===== src/logic/clh_pkg.sv =====
// Constants, types and command codes for the character display host.
// Assumes a 100 MHz system clock and a display on an 8-bit parallel bus.
package clh_pkg;

  // Clock and timing figures
  localparam int CLK_MHZ      = 100;
  localparam int T_POWER_US   = 20000;
  localparam int T_SHORT_NS   = 37000;
  localparam int T_LONG_NS    = 1520000;
  localparam int CYC_POWER    = T_POWER_US * CLK_MHZ;
  localparam int CYC_SHORT    = (T_SHORT_NS * CLK_MHZ + 999) / 1000;
  localparam int CYC_LONG     = (T_LONG_NS * CLK_MHZ + 999) / 1000;
  // Strobe phase lengths, setup 100 ns, high 500 ns, low 700 ns
  localparam int T_SETUP_NS   = 100;
  localparam int T_HIGH_NS    = 500;
  localparam int T_LOW_NS     = 700;
  localparam int CYC_SETUP    = (T_SETUP_NS * CLK_MHZ + 999) / 1000;
  localparam int CYC_HIGH     = (T_HIGH_NS * CLK_MHZ + 999) / 1000;
  localparam int CYC_LOW      = (T_LOW_NS * CLK_MHZ + 999) / 1000;
  localparam int CNT_W        = 22;

  // Instruction codes and field bits
  localparam logic [7:0] OP_CLEAR    = 8'h01;
  localparam logic [7:0] OP_HOME     = 8'h02;
  localparam logic [7:0] OP_ENTRY    = 8'h04;
  localparam logic [7:0] OP_DISPCTL  = 8'h08;
  localparam logic [7:0] OP_SHIFT    = 8'h10;
  localparam logic [7:0] OP_FUNC     = 8'h20;
  localparam logic [7:0] OP_GLYPHADR = 8'h40;
  localparam logic [7:0] OP_DISPADR  = 8'h80;
  localparam logic [7:0] FUNC_8BIT   = 8'h10;
  localparam logic [7:0] FUNC_2LINE  = 8'h08;
  localparam logic [7:0] FUNC_FONT   = 8'h04;
  localparam logic [7:0] ENTRY_INC   = 8'h02;
  localparam logic [7:0] ENTRY_SHIFT = 8'h01;
  localparam logic [7:0] CTL_DISP    = 8'h04;
  localparam logic [7:0] CTL_CURSOR  = 8'h02;
  localparam logic [7:0] CTL_BLINK   = 8'h01;
  localparam logic [7:0] SHIFT_DISP  = 8'h08;
  localparam logic [7:0] SHIFT_RIGHT = 8'h04;
  localparam int         BUSY_BIT    = 7;
  localparam logic [6:0] ROW0_BASE   = 7'h00;
  localparam logic [6:0] ROW1_BASE   = 7'h40;
  localparam logic [6:0] ROW_LAST    = 7'h27;

  // Register map of the host's own command port
  localparam logic [3:0] ADR_CMD     = 4'h0;
  localparam logic [3:0] ADR_STATUS  = 4'h1;
  localparam logic [3:0] ADR_RDDATA  = 4'h2;
  localparam logic [3:0] ADR_CONFIG  = 4'h3;
  localparam logic [3:0] ADR_TABLE   = 4'h4;
  localparam logic [7:0] CONFIG_RST  = 8'h1c;
  localparam int         ST_READY    = 0;
  localparam int         ST_INIT     = 1;
  localparam int         ST_RDVALID  = 2;
  localparam int         ST_BUSYPOLL = 3;

  // Command word layout, bit 9 read, bit 8 register select, 7..0 byte
  typedef struct packed {
    logic       isRead;
    logic       regSelect;
    logic [7:0] payload;
  } clh_cmd_t;

  // Pins toward the display
  typedef struct packed {
    logic       regSelect;
    logic       readNotWrite;
    logic       strobe;
    logic [7:0] byteBusOut;
    logic       byteBusOe;
  } clh_pins_t;

endpackage


===== src/logic/clh_host.sv =====
// Host controller driving a character display over its parallel bus.
// Assumes the display pins are synchronised here; software uses a plain port.
//
// Chosen here: the address-and-strobe port and the address map.
`timescale 1ns/100ps
module clh_host
  import clh_pkg::*;
#(
  parameter int POWER_CYC = CYC_POWER,
  parameter int SHORT_CYC = CYC_SHORT,
  parameter int LONG_CYC  = CYC_LONG
)
(
  // Clock and reset
  input  wire logic       sys_clk,
  input  wire logic       sys_rst,
  // Software port
  input  wire logic [3:0] regAddr,
  input  wire logic [9:0] regWrData,
  input  wire logic       regWrite,
  input  wire logic       regRead,
  output      logic [9:0] regRdData,
  // Display pins
  output      clh_pins_t  lcdPins,
  input  wire logic [7:0] byteBusIn
);

  typedef enum logic [2:0] {
    S_IDLE  = 3'b000,
    S_SETUP = 3'b001,
    S_HIGH  = 3'b011,
    S_LOW   = 3'b010,
    S_WAIT  = 3'b110
  } clh_state_t;

  //////////////////////////////////////////////////////////////////////////
  // Registers

  clh_state_t         state_q;
  logic [CNT_W-1:0]   cnt_q;
  logic [2:0]         initStep_q;
  logic               initDone_q;
  clh_cmd_t           cur_q;
  clh_cmd_t           pend_q;
  logic               pendValid_q;
  logic [7:0]         rdByte_q;
  logic               rdValid_q;
  logic [7:0]         config_q;
  logic [7:0]         busSync1_q;
  logic [7:0]         busSync2_q;
  logic [9:0]         regRdData_q;
  logic               lastWasRead_q;
  logic [7:0]         tableByte;
  logic [7:0]         tableWr_q;
  logic [7:0]         tableRd_q;

  //////////////////////////////////////////////////////////////////////////
  // Input synchroniser for the byte bus

  always_ff @(posedge sys_clk or posedge sys_rst)
  begin
    if (sys_rst)
    begin
      busSync1_q <= 8'h00;
      busSync2_q <= 8'h00;
    end
    else
    begin
      busSync1_q <= byteBusIn;
      busSync2_q <= busSync1_q;
    end
  end

  //////////////////////////////////////////////////////////////////////////
  // Power-up sequence table, first two entries follow config bits

  function automatic clh_cmd_t initCmd(input logic [2:0] step,
                                       input logic [7:0] cfg);
    clh_cmd_t c;
    c = '{isRead: 1'b0, regSelect: 1'b0, payload: 8'h00};
    unique case (step)
      // Font bit shares bit 2 with display-on, so 5x8 stays fixed
      3'd0: c.payload = OP_FUNC | (cfg & (FUNC_8BIT | FUNC_2LINE));
      3'd1: c.payload = OP_DISPCTL | (cfg & (CTL_DISP | CTL_CURSOR
                                             | CTL_BLINK));
      3'd2: c.payload = OP_CLEAR;
      default: c.payload = OP_ENTRY | ENTRY_INC;
    endcase
    return c;
  endfunction

  // Long-running instructions need the long wait
  // clear and home take the long time
  function automatic logic isLong(input clh_cmd_t c);
    return !c.isRead && !c.regSelect && (c.payload[7:2] == 6'h00)
           && (c.payload[1:0] != 2'b00);
  endfunction

  //////////////////////////////////////////////////////////////////////////
  // Software command intake

  logic cmdTake;
  logic startInit;
  logic startCmd;
  assign startInit = (state_q == S_IDLE) && !initDone_q
                     && (cnt_q == '0);
  assign startCmd  = (state_q == S_IDLE) && initDone_q && pendValid_q;
  assign cmdTake   = regWrite && (regAddr == ADR_CMD) && !pendValid_q;

  // Pending command slot, one deep
  always_ff @(posedge sys_clk or posedge sys_rst)
  begin
    if (sys_rst)
    begin
      pend_q      <= '0;
      pendValid_q <= 1'b0;
    end
    else if (cmdTake)
    begin
      pend_q      <= clh_cmd_t'(regWrData);
      pendValid_q <= 1'b1;
    end
    else if (startCmd)
    begin
      pendValid_q <= 1'b0;
    end
  end

  // Configuration bits for the start-up sequence
  always_ff @(posedge sys_clk or posedge sys_rst)
  begin
    if (sys_rst)
    begin
      config_q <= CONFIG_RST;
    end
    else if (regWrite && regAddr == ADR_CONFIG)
    begin
      config_q <= regWrData[7:0];
    end
  end

  //////////////////////////////////////////////////////////////////////////
  // Bus cycle state machine

  always_ff @(posedge sys_clk or posedge sys_rst)
  begin
    if (sys_rst)
    begin
      state_q    <= S_IDLE;
      cnt_q      <= CNT_W'(POWER_CYC - 1);
      initStep_q <= 3'd0;
      initDone_q <= 1'b0;
      cur_q      <= '0;
    end
    else
    begin
      unique case (state_q)
        S_IDLE:
        begin
          if (cnt_q != '0)
          begin
            cnt_q <= cnt_q - CNT_W'(1);
          end
          else if (startInit)
          begin
            cur_q   <= initCmd(initStep_q, config_q);
            cnt_q   <= CNT_W'(CYC_SETUP - 1);
            state_q <= S_SETUP;
          end
          else if (startCmd)
          begin
            cur_q   <= pend_q;
            cnt_q   <= CNT_W'(CYC_SETUP - 1);
            state_q <= S_SETUP;
          end
        end
        S_SETUP:
        begin
          if (cnt_q != '0)
          begin
            cnt_q <= cnt_q - CNT_W'(1);
          end
          else
          begin
            cnt_q   <= CNT_W'(CYC_HIGH - 1);
            state_q <= S_HIGH;
          end
        end
        S_HIGH:
        begin
          if (cnt_q != '0)
          begin
            cnt_q <= cnt_q - CNT_W'(1);
          end
          else
          begin
            cnt_q   <= CNT_W'(CYC_LOW - 1);
            state_q <= S_LOW;
          end
        end
        S_LOW:
        begin
          if (cnt_q != '0)
          begin
            cnt_q <= cnt_q - CNT_W'(1);
          end
          // execution wait before the next command, except after a busy-flag read
          else if (isLong(cur_q))
          begin
            cnt_q   <= CNT_W'(LONG_CYC - 1);
            state_q <= S_WAIT;
          end
          else if (cur_q.isRead && !cur_q.regSelect)
          begin
            state_q <= S_IDLE;
          end
          else
          begin
            cnt_q   <= CNT_W'(SHORT_CYC - 1);
            state_q <= S_WAIT;
          end
        end
        S_WAIT:
        begin
          if (cnt_q != '0)
          begin
            cnt_q <= cnt_q - CNT_W'(1);
          end
          else
          begin
            state_q <= S_IDLE;
            if (!initDone_q)
            begin
              // entry mode ends the start-up sequence
              initStep_q <= initStep_q + 3'd1;
              initDone_q <= (initStep_q == 3'd3);
            end
          end
        end
        default:
        begin
          state_q <= S_IDLE;
        end
      endcase
    end
  end

  //////////////////////////////////////////////////////////////////////////
  // Read capture just before the strobe falls

  // sample data while strobe is high
  always_ff @(posedge sys_clk or posedge sys_rst)
  begin
    if (sys_rst)
    begin
      rdByte_q      <= 8'h00;
      rdValid_q     <= 1'b0;
      lastWasRead_q <= 1'b0;
    end
    else if (state_q == S_HIGH && cnt_q == '0 && cur_q.isRead)
    begin
      rdByte_q      <= busSync2_q;
      rdValid_q     <= 1'b1;
      lastWasRead_q <= 1'b1;
    end
    else if (regRead && regAddr == ADR_RDDATA)
    begin
      rdValid_q <= 1'b0;
    end
  end

  //////////////////////////////////////////////////////////////////////////
  // Shadow of written characters, addressed by write and read pointers that step on each table write and each table read

  assign tableByte = regWrData[7:0];

  // Table write pointer follows software writes
  always_ff @(posedge sys_clk or posedge sys_rst)
  begin
    if (sys_rst)
    begin
      tableWr_q <= 8'h00;
    end
    else if (regWrite && regAddr == ADR_TABLE)
    begin
      tableWr_q <= tableWr_q + 8'h01;
    end
  end

  // Look one entry ahead during a read so back-to-back reads keep up
  logic       tableRead;
  logic [4:0] tableRdAddr;
  assign tableRead   = regRead && regAddr == ADR_TABLE;
  assign tableRdAddr = tableRead ? tableRd_q[4:0] + 5'h01 : tableRd_q[4:0];

  // Table read pointer steps on each table read
  always_ff @(posedge sys_clk or posedge sys_rst)
  begin
    if (sys_rst)
    begin
      tableRd_q <= 8'h00;
    end
    else if (tableRead)
    begin
      tableRd_q <= tableRd_q + 8'h01;
    end
  end

  logic [7:0] shadowRd;
  clh_line_mem #(.DEPTH(32)) uMem
  (
    .sys_clk (sys_clk),
    .wrEn    (regWrite && regAddr == ADR_TABLE),
    .wrAddr  (tableWr_q[4:0]),
    .wrData  (tableByte),
    .rdAddr  (tableRdAddr),
    .rdData  (shadowRd)
  );

  //////////////////////////////////////////////////////////////////////////
  // Software read data, one cycle after the strobe

  always_ff @(posedge sys_clk or posedge sys_rst)
  begin
    if (sys_rst)
    begin
      regRdData_q <= 10'h000;
    end
    else if (regRead)
    begin
      unique case (regAddr)
        ADR_STATUS: regRdData_q <= {6'h00,
                                    rdByte_q[BUSY_BIT] && lastWasRead_q,
                                    rdValid_q, !initDone_q,
                                    (state_q == S_IDLE) && !pendValid_q
                                    && initDone_q};
        ADR_RDDATA: regRdData_q <= {2'b00, rdByte_q};
        ADR_CONFIG: regRdData_q <= {2'b00, config_q};
        ADR_TABLE:  regRdData_q <= {2'b00, shadowRd};
        default:    regRdData_q <= 10'h000;
      endcase
    end
    else
    begin
      regRdData_q <= 10'h000;
    end
  end

  assign regRdData = regRdData_q;

  //////////////////////////////////////////////////////////////////////////
  // Pin drive

  always_comb
  begin
    lcdPins.regSelect    = cur_q.regSelect && (state_q != S_IDLE);
    lcdPins.readNotWrite = cur_q.isRead && (state_q != S_IDLE);
    lcdPins.strobe       = (state_q == S_HIGH);
    lcdPins.byteBusOut   = cur_q.payload;
    lcdPins.byteBusOe    = !cur_q.isRead && (state_q != S_IDLE)
                           && (state_q != S_WAIT);
  end
endmodule


===== src/logic/clh_line_mem.sv =====
// Byte table of DEPTH entries as last written by software.
// Assumes one writer and one reader on the same clock.
`timescale 1ns/100ps
module clh_line_mem
  import clh_pkg::*;
#(
  parameter int DEPTH = 32
)
(
  // Clock
  input  wire logic                     sys_clk,
  // Write side
  input  wire logic                     wrEn,
  input  wire logic [$clog2(DEPTH)-1:0] wrAddr,
  input  wire logic [7:0]               wrData,
  // Read side
  input  wire logic [$clog2(DEPTH)-1:0] rdAddr,
  output      logic [7:0]               rdData
);

  logic [7:0] mem [DEPTH];

  // Store and registered read
  always_ff @(posedge sys_clk)
  begin
    if (wrEn)
    begin
      mem[wrAddr] <= wrData;
    end
    rdData <= mem[rdAddr];
  end

endmodule


===== config.mk =====
export PLATFORM = sky130hd
export DESIGN_NAME = clh_host
export DESIGN_NICKNAME = d
export VERILOG_FILES = /design/src/logic/clh_pkg.sv /design/src/logic/clh_host.sv /design/src/logic/clh_line_mem.sv
export SDC_FILE = /design/constraint.sdc
export NUM_CORES = 1
export LEC_CHECK = 0
export CAP_MARGIN = 20
export CELL_PAD_IN_SITES_DETAIL_PLACEMENT = 0
export CELL_PAD_IN_SITES_GLOBAL_PLACEMENT = 1
export CORE_MARGIN = 2
export CORE_UTILIZATION = 57
export DETAILED_ROUTE_END_ITERATION = 6
export DONT_BUFFER_PORTS = 1
export GPL_TIMING_DRIVEN = 0
export HOLD_SLACK_MARGIN = 0.15
export PLACE_DENSITY = 0.86
export SYNTH_ARGS = -nofsm -noshare
export SYNTH_HDL_FRONTEND = slang
export SYNTH_SLANG_ARGS = --single-unit

===== constraint.sdc =====
create_clock -name sys_clk -period 5.1 [get_ports sys_clk]
set_input_delay 0.255 -clock sys_clk [delete_from_list [all_inputs] [get_ports sys_clk]]
set_output_delay 0.255 -clock sys_clk [all_outputs]
set_load 0.1 [all_outputs]

Yosys cells after proc, flatten, opt, wreduce, memory -nomap -nowiden
Memories as Yosys holds them, arrays and structs flattened. A register that Yosys moved wholly into a read port is not among the register bits.
Cells that the tools add are included.
{"block": "word_totals", "memories": 1, "regBits": 110, "ram_bits": 256, "in_bits": 26}
{"name": "uMem.mem", "words": 32, "word_bits": 8, "read_ports": 1, "rd_clocked_by_memory_dff": 1, "write_ports": 1, "line": "clh_line_mem.sv:21", "source": "logic [7:0] mem [DEPTH];"}
{"block": "classes", "eq_ne": 21, "n_reduce_logical": 44, "n_mux": 33, "n_bitwise": 2, "addsub": 5}
{"cell": "2-to-1 mux 22 bit", "count": 9}
{"cell": "case mux 22 bit (5 select lines)", "count": 1}
{"cell": "case mux 8 bit (4 select lines)", "count": 1}
{"cell": "2-to-1 mux 10 bit", "count": 3}
{"cell": "2-to-1 mux 3 bit", "count": 9}
{"cell": "logical AND 1 bit", "count": 23}
{"cell": "logical NOT 22 bit", "count": 1}
{"cell": "nonzero test 22 bit", "count": 1}
{"cell": "subtractor 22 x 1 -> 22 bit (second input constant)", "count": 1}
{"cell": "case mux 6 bit (3 select lines)", "count": 1}
{"cell": "adder 8 x 1 -> 8 bit (second input constant)", "count": 2}
{"cell": "case mux 3 bit (5 select lines)", "count": 1}
{"cell": "equality test 3 x 2 -> 1 bit (second input constant)", "count": 4}
{"cell": "!= test 2 bit (second input constant)", "count": 6}
{"cell": "equality test 4 x 2 -> 1 bit (second input constant)", "count": 2}
{"cell": "!= test 4 bit (second input constant)", "count": 2}
{"cell": "nonzero test 2 bit", "count": 4}
{"cell": "2-to-1 mux 1 bit", "count": 7}
{"cell": "equality test 3 x 1 -> 1 bit (second input constant)", "count": 2}
{"cell": "logical NOT 3 bit", "count": 2}
{"cell": "logical NOT 6 bit", "count": 1}
{"cell": "!= test 3 bit (second input constant)", "count": 2}
{"cell": "AND reduction 3 bit", "count": 2}
{"cell": "AND reduction 6 bit", "count": 1}
{"cell": "other kinds (13)", "count": 17}

Logic depth before layout (Yosys ltp)
{"block": "depth", "word_depth": 7, "depth_mapped": 10, "mapped_depth_nobuf": 8}

Cells and area by module
Synthesis repeated with hierarchy kept, for this count alone.
{"block": "unflattened", "hier_cells": 871, "hier_area_um2": 14958.1}
{"module": "clh_line_mem", "n_inst": 1, "area_per_inst_um2": 10053.4, "seq_area_each_um2": 7847.5, "cells_each": 417}
{"module": "clh_host", "n_inst": 1, "area_per_inst_um2": 4904.7, "seq_area_each_um2": 2572.5, "cells_each": 454}

Worst setup path before layout
OpenSTA, ideal clock, no wires.
{"block": "synth_path", "path_type": "flip-flop to flip-flop", "start": "reg tableRd_q[0]", "end": "reg uMem.rdData[2] (read register of uMem.mem)", "setup_ns": 0.126, "slack_ns": 2.382, "t_arrival_ns": 2.592, "stages_incl_launch_ff": 9, "path_buffers": 3, "synth_period_minus_slack_ns": 2.718, "path_cell_list": "dfrtp_1 -> ha_1 -> clkbuf_1 -> clkbuf_1 -> buf_1 -> mux4_2 -> nor3b_1 -> a311oi_1 -> a31oi_1"}
{"block": "synth_between", "elab_chain_cells": 2}
{"item": "start, declared", "line": "clh_host.sv:55", "source": "logic [7:0] tableRd_q;"}
{"item": "start signal, assigned", "line": "clh_host.sv:305", "source": "tableRd_q <= tableRd_q + 8'h01;"}
{"item": "adder 5 x 1 -> 5 bit", "line": "clh_host.sv:294", "source": "assign tableRdAddr = tableRead ? tableRd_q[4:0] + 5'h01 : tableRd_q[4:0];"}
{"item": "2-to-1 mux 5 bit *", "line": "clh_host.sv:294"}
{"item": "end, declared", "line": "clh_line_mem.sv:18", "source": "output logic [7:0] rdData"}
Every way passes the cells marked *; elsewhere a longest branch is shown, timed or not.
A chain may end at the register's enable or synchronous reset.

Final worst setup path
{"block": "layout_path", "start": "reg tableRd_q[0]", "end": "reg uMem.rdData[4] (read register of uMem.mem)"}
Same word-level chain as after synthesis.

==> impl_summary.txt <==
----------------------------------------------------
[Status]
  Run status ... finished clean

[Floorplanning]
  Die Y-Extent ... 178 um
  I/O pins ... 48
  Row Count ... 63
  Die Outline Area ... 31800 um2
  Initial Util ... 0.581
  Floorplan die width ... 178 um
  Floorplan core area ... 29800 um2

[Detailed routing]
  Number of vias per cell ... 6.96
  Wirelength, routed ... 48.6 mm
  DR pass1 iterations ... 5
  DRT iter0 DRCs ... 1751
  Via Count ... 12600
  Post-detailed-route wirelength per cell ... 26.8 um
  Remaining design rule violation count ... 0
  Remaining number of nets flagged by the antenna check after routing ... 0

[Timing]
  Maximum clock frequency ... 224 MHz
  Worst Setup Slack, final ... 0.630 ns
  Relative max-transition margin ... 0.279
  Count of endpoints failing setup in the final report ... 0
  Unrepaired setup endpoints after global routing ... false
  Least-Margin Pin Slew ... 1.08 ns
  Final slew viol count ... 0
  Total negative setup slack ... 0 ns
  Final worst path period need ... 4.47 ns
  Part of the cycle the worst path needs ... 0.877
  Final Skew ... 0.0155 ns
  Fin. Hold Viols ... 0

[Layout]
  Leading cell type in the layout, fill and taps excluded ... sky130_fd_sc_hd__edfxtp_1
  Fraction of layout instances using a drive strength above 1 ... 0.146
  Number of flip-flops under the largest register name ... 256
  Layout Nets ... 1435
  Register name with the most flops ... uMem.mem
  Syn-to-layout area delta ... 12.5%
  Top library cells by usage in the layout, fill and taps aside ... sky130_fd_sc_hd__edfxtp_1, sky130_fd_sc_hd__nor2_1, sky130_fd_sc_hd__a221oi_1
  Final cell count without fillers ... 1816
  Largest registers ... uMem.mem: 256 flops, cnt_q: 22 flops, pend_q: 10 flops

[Synth]
  Post-Syn Area per Cell ... 13.1 um2
  Count of flip-flops with a built-in enable after synthesis ... 256
  Share of flip-flops with an asynchronous set or reset after synthesis ... 0.279
  Proportion of synthesized chip area in sequential cells ... 0.602
  Synthesis warning total ... 0
  Main synth FF type ... sky130_fd_sc_hd__edfxtp_1
  Gate count of the mapped netlist ... 1323
  Count of distinct cell types in the synthesized netlist ... 80
  Area of the mapped netlist ... 17300 um2
  Register bit total from synthesis ... 366

[Clock network]
  Insertion delay to the later sink of the worst-skew pair ... 0.54 ns
  H-tree levels ... 2
  Resized cells post-CTS ... 0
  Num Clock Sinks ... 366
  Clock tree root driver cell ... sky130_fd_sc_hd__clkbuf_16
  CTS tree ... built
  Clk buf depth ... 3
  CTS Buf Count ... 38
  Clk slew on worst S/H paths ... 0.07 ns

[Global route]
  Antenna violations before repair ... 1
  Wire length of the first global-routing pass ... 73.5 mm
  Overflow left after global routing ... 0
  Vias in the first global route ... 12500
  Overall fraction of global-route tracks in use ... 0.311
  Pin count of the biggest net entering global routing ... 76

[Placed design]
  Routability-driven placement congestion ratio ... 0.904
  I/O Buffers ... 0
  Estimated wirelength of the detail-placed design ... 32.5 mm
  Placed cells ... 1717
  Pre-CTS setup slack ... 0.819 ns

[Worst setup path]
  Setup CP Type ... flop to flop
  Largest driver fanout on the critical path ... 10
  Data required time at the worst endpoint ... 5.46 ns
  Startpoint Class ... flop
  Endpoint class of the critical path ... flop
  Arrival time worst endpoint ... 4.83 ns

[Power]
  Power per Cell Area ... 463 nW/um2
  Largest vdd supply drop ... 0.335 mV
  Post-layout total power ... 9010 uW
  Leakage power total ... 0.00678 uW

[Min path]
  Classification of the worst-slack hold path ... input port to flop

[Run]
  Number of maximum-capacitance violations ... 0

----------------------------------------------------
[area by class of cell]
| class | count | area, um2 |
|---|---|---|
| Antenna cell | 1 | 2.50 |
| Clock inverter | 12 | 116 |
| Inverter | 16 | 62.6 |
| Multi-Input combinational cell | 833 | 6370 |
| Fill cell | 2188 | 10300 |
| Tap cell | 390 | 488 |
| Sequential cell | 366 | 10400 |
| Clock buffer | 56 | 1120 |
| Timing Repair Buffer | 33 | 413 |
| Buffer | 109 | 473 |
[kinds of logic (layout without fill, tap and decap cells)]
logic type,count (synthesis),after routing,share of synthesized area
AND/OR/NAND/NOR,345,345,0.0975
flip-flops,366,366,0.602
adder cells (fa/ha/maj),12,12,0.00867
multiplexers,128,128,0.105
XOR/XNOR,19,19,0.00961
other,1,3,0.000217
buffers and inverters,125,226,0.0308
AO/OA/AOI/OAI,327,327,0.147
[stage by stage]
stage / cell area [um2] / utilization / hold slack, ns
after floorplan: 17300 / - / 0.286
after global placement: 17800 / 0.598 / 0.286
after detailed placement: 17900 / 0.599 / 0.202
after CTS: 19500 / 0.653 / 0.163
after global routing: 19500 / 0.653 / 0.195
final: 19500 / 0.653 / 0.176
[final timing paths]
kind                                                 end  slack, ns  depth (start not counted)                     start
worst max register to register    uMem.rdData[4]$_DFF_P_       0.63                          9  tableRd_q[0]$_DFFE_PP0P_
min in group asynchronous       tableRd_q[0]$_DFFE_PP0P_       0.25                          2                   sys_rst
max in group asynchronous           cnt_q[3]$_DFFE_PP1P_       4.08                          3                   sys_rst
worst max-delay path              uMem.rdData[4]$_DFF_P_       0.63                          9  tableRd_q[0]$_DFFE_PP0P_
worst min register to register   busSync2_q[6]$_DFF_PP0_       0.35                          0   busSync1_q[6]$_DFF_PP0_
worst min-delay path            tableRd_q[2]$_DFFE_PP0P_       0.18                          3                regAddr[2]
[timing repair]
action | CTS | global route
hold buffers | 29 | 0
setup buffers | 0 | 0
hold endpoints to repair | 378 | 0
[where the power goes]
| group | internal [uW] | total (uW) | switching, uW |
|---|---|---|---|
| registers | 3290 | 3360 | 74.0 |
| logic | 1080 | 2880 | 1800 |
| clock network | 1630 | 2780 | 1150 |
| total | 5990 | 9010 | 3020 |
[per-layer routing]
layer | GRT usage | wire, um | part of all wire | vias to the layer above
met5 | 0 | 0 | 0 | -
met4 | 0.116 | 1650 | 0.034 | 0
met3 | 0.0729 | 5450 | 0.11 | 118
met2 | 0.500 | 22700 | 0.47 | 806
met1 | 0.416 | 18800 | 0.39 | 6260
li1 | - | - | - | 5449
[cells in the mapped netlist (9+ instances only)]
master	count	area, um2
sky130_fd_sc_hd__nor2b_1	25	156
sky130_fd_sc_hd__a221oi_1	108	946
sky130_fd_sc_hd__mux2i_1	45	450
sky130_fd_sc_hd__dfrtp_1	86	2150
sky130_fd_sc_hd__a211oi_1	10	75.1
sky130_fd_sc_hd__mux4_2	38	856
sky130_fd_sc_hd__dfstp_2	16	420
sky130_fd_sc_hd__buf_2	9	45.0
sky130_fd_sc_hd__clkbuf_1	73	274
sky130_fd_sc_hd__o22ai_1	30	188
sky130_fd_sc_hd__inv_1	15	56.3
sky130_fd_sc_hd__mux2_2	45	507
sky130_fd_sc_hd__nand2_1	61	229
sky130_fd_sc_hd__nand4_1	11	68.8
sky130_fd_sc_hd__o21ai_1	11	55.1
sky130_fd_sc_hd__xnor2_1	14	123
sky130_fd_sc_hd__o221ai_1	30	263
sky130_fd_sc_hd__nor2_1	125	469
sky130_fd_sc_hd__nor3_1	37	185
sky130_fd_sc_hd__a21oi_1	31	155
sky130_fd_sc_hd__o21ai_0	23	115
sky130_fd_sc_hd__edfxtp_1	256	7690
sky130_fd_sc_hd__buf_1	15	56.3
sky130_fd_sc_hd__nand3_1	21	105
sky130_fd_sc_hd__buf_4	10	75.1
sky130_fd_sc_hd__ha_1	12	150
sky130_fd_sc_hd__nor4_1	15	93.8
[critical path: stages (launching register included)]
cell and delay (ns):
sky130_fd_sc_hd__dfrtp_1 0.40, sky130_fd_sc_hd__ha_1 0.32, sky130_fd_sc_hd__clkbuf_1 0.57, sky130_fd_sc_hd__buf_1 0.84, sky130_fd_sc_hd__nand3_1 0.58, sky130_fd_sc_hd__clkbuf_1 0.41, sky130_fd_sc_hd__o221ai_1 0.26, sky130_fd_sc_hd__a221oi_1 0.11
sky130_fd_sc_hd__a211oi_1 0.57, sky130_fd_sc_hd__nor3_1 0.22
No activity file was read; power rests on OpenSTA's default activity.
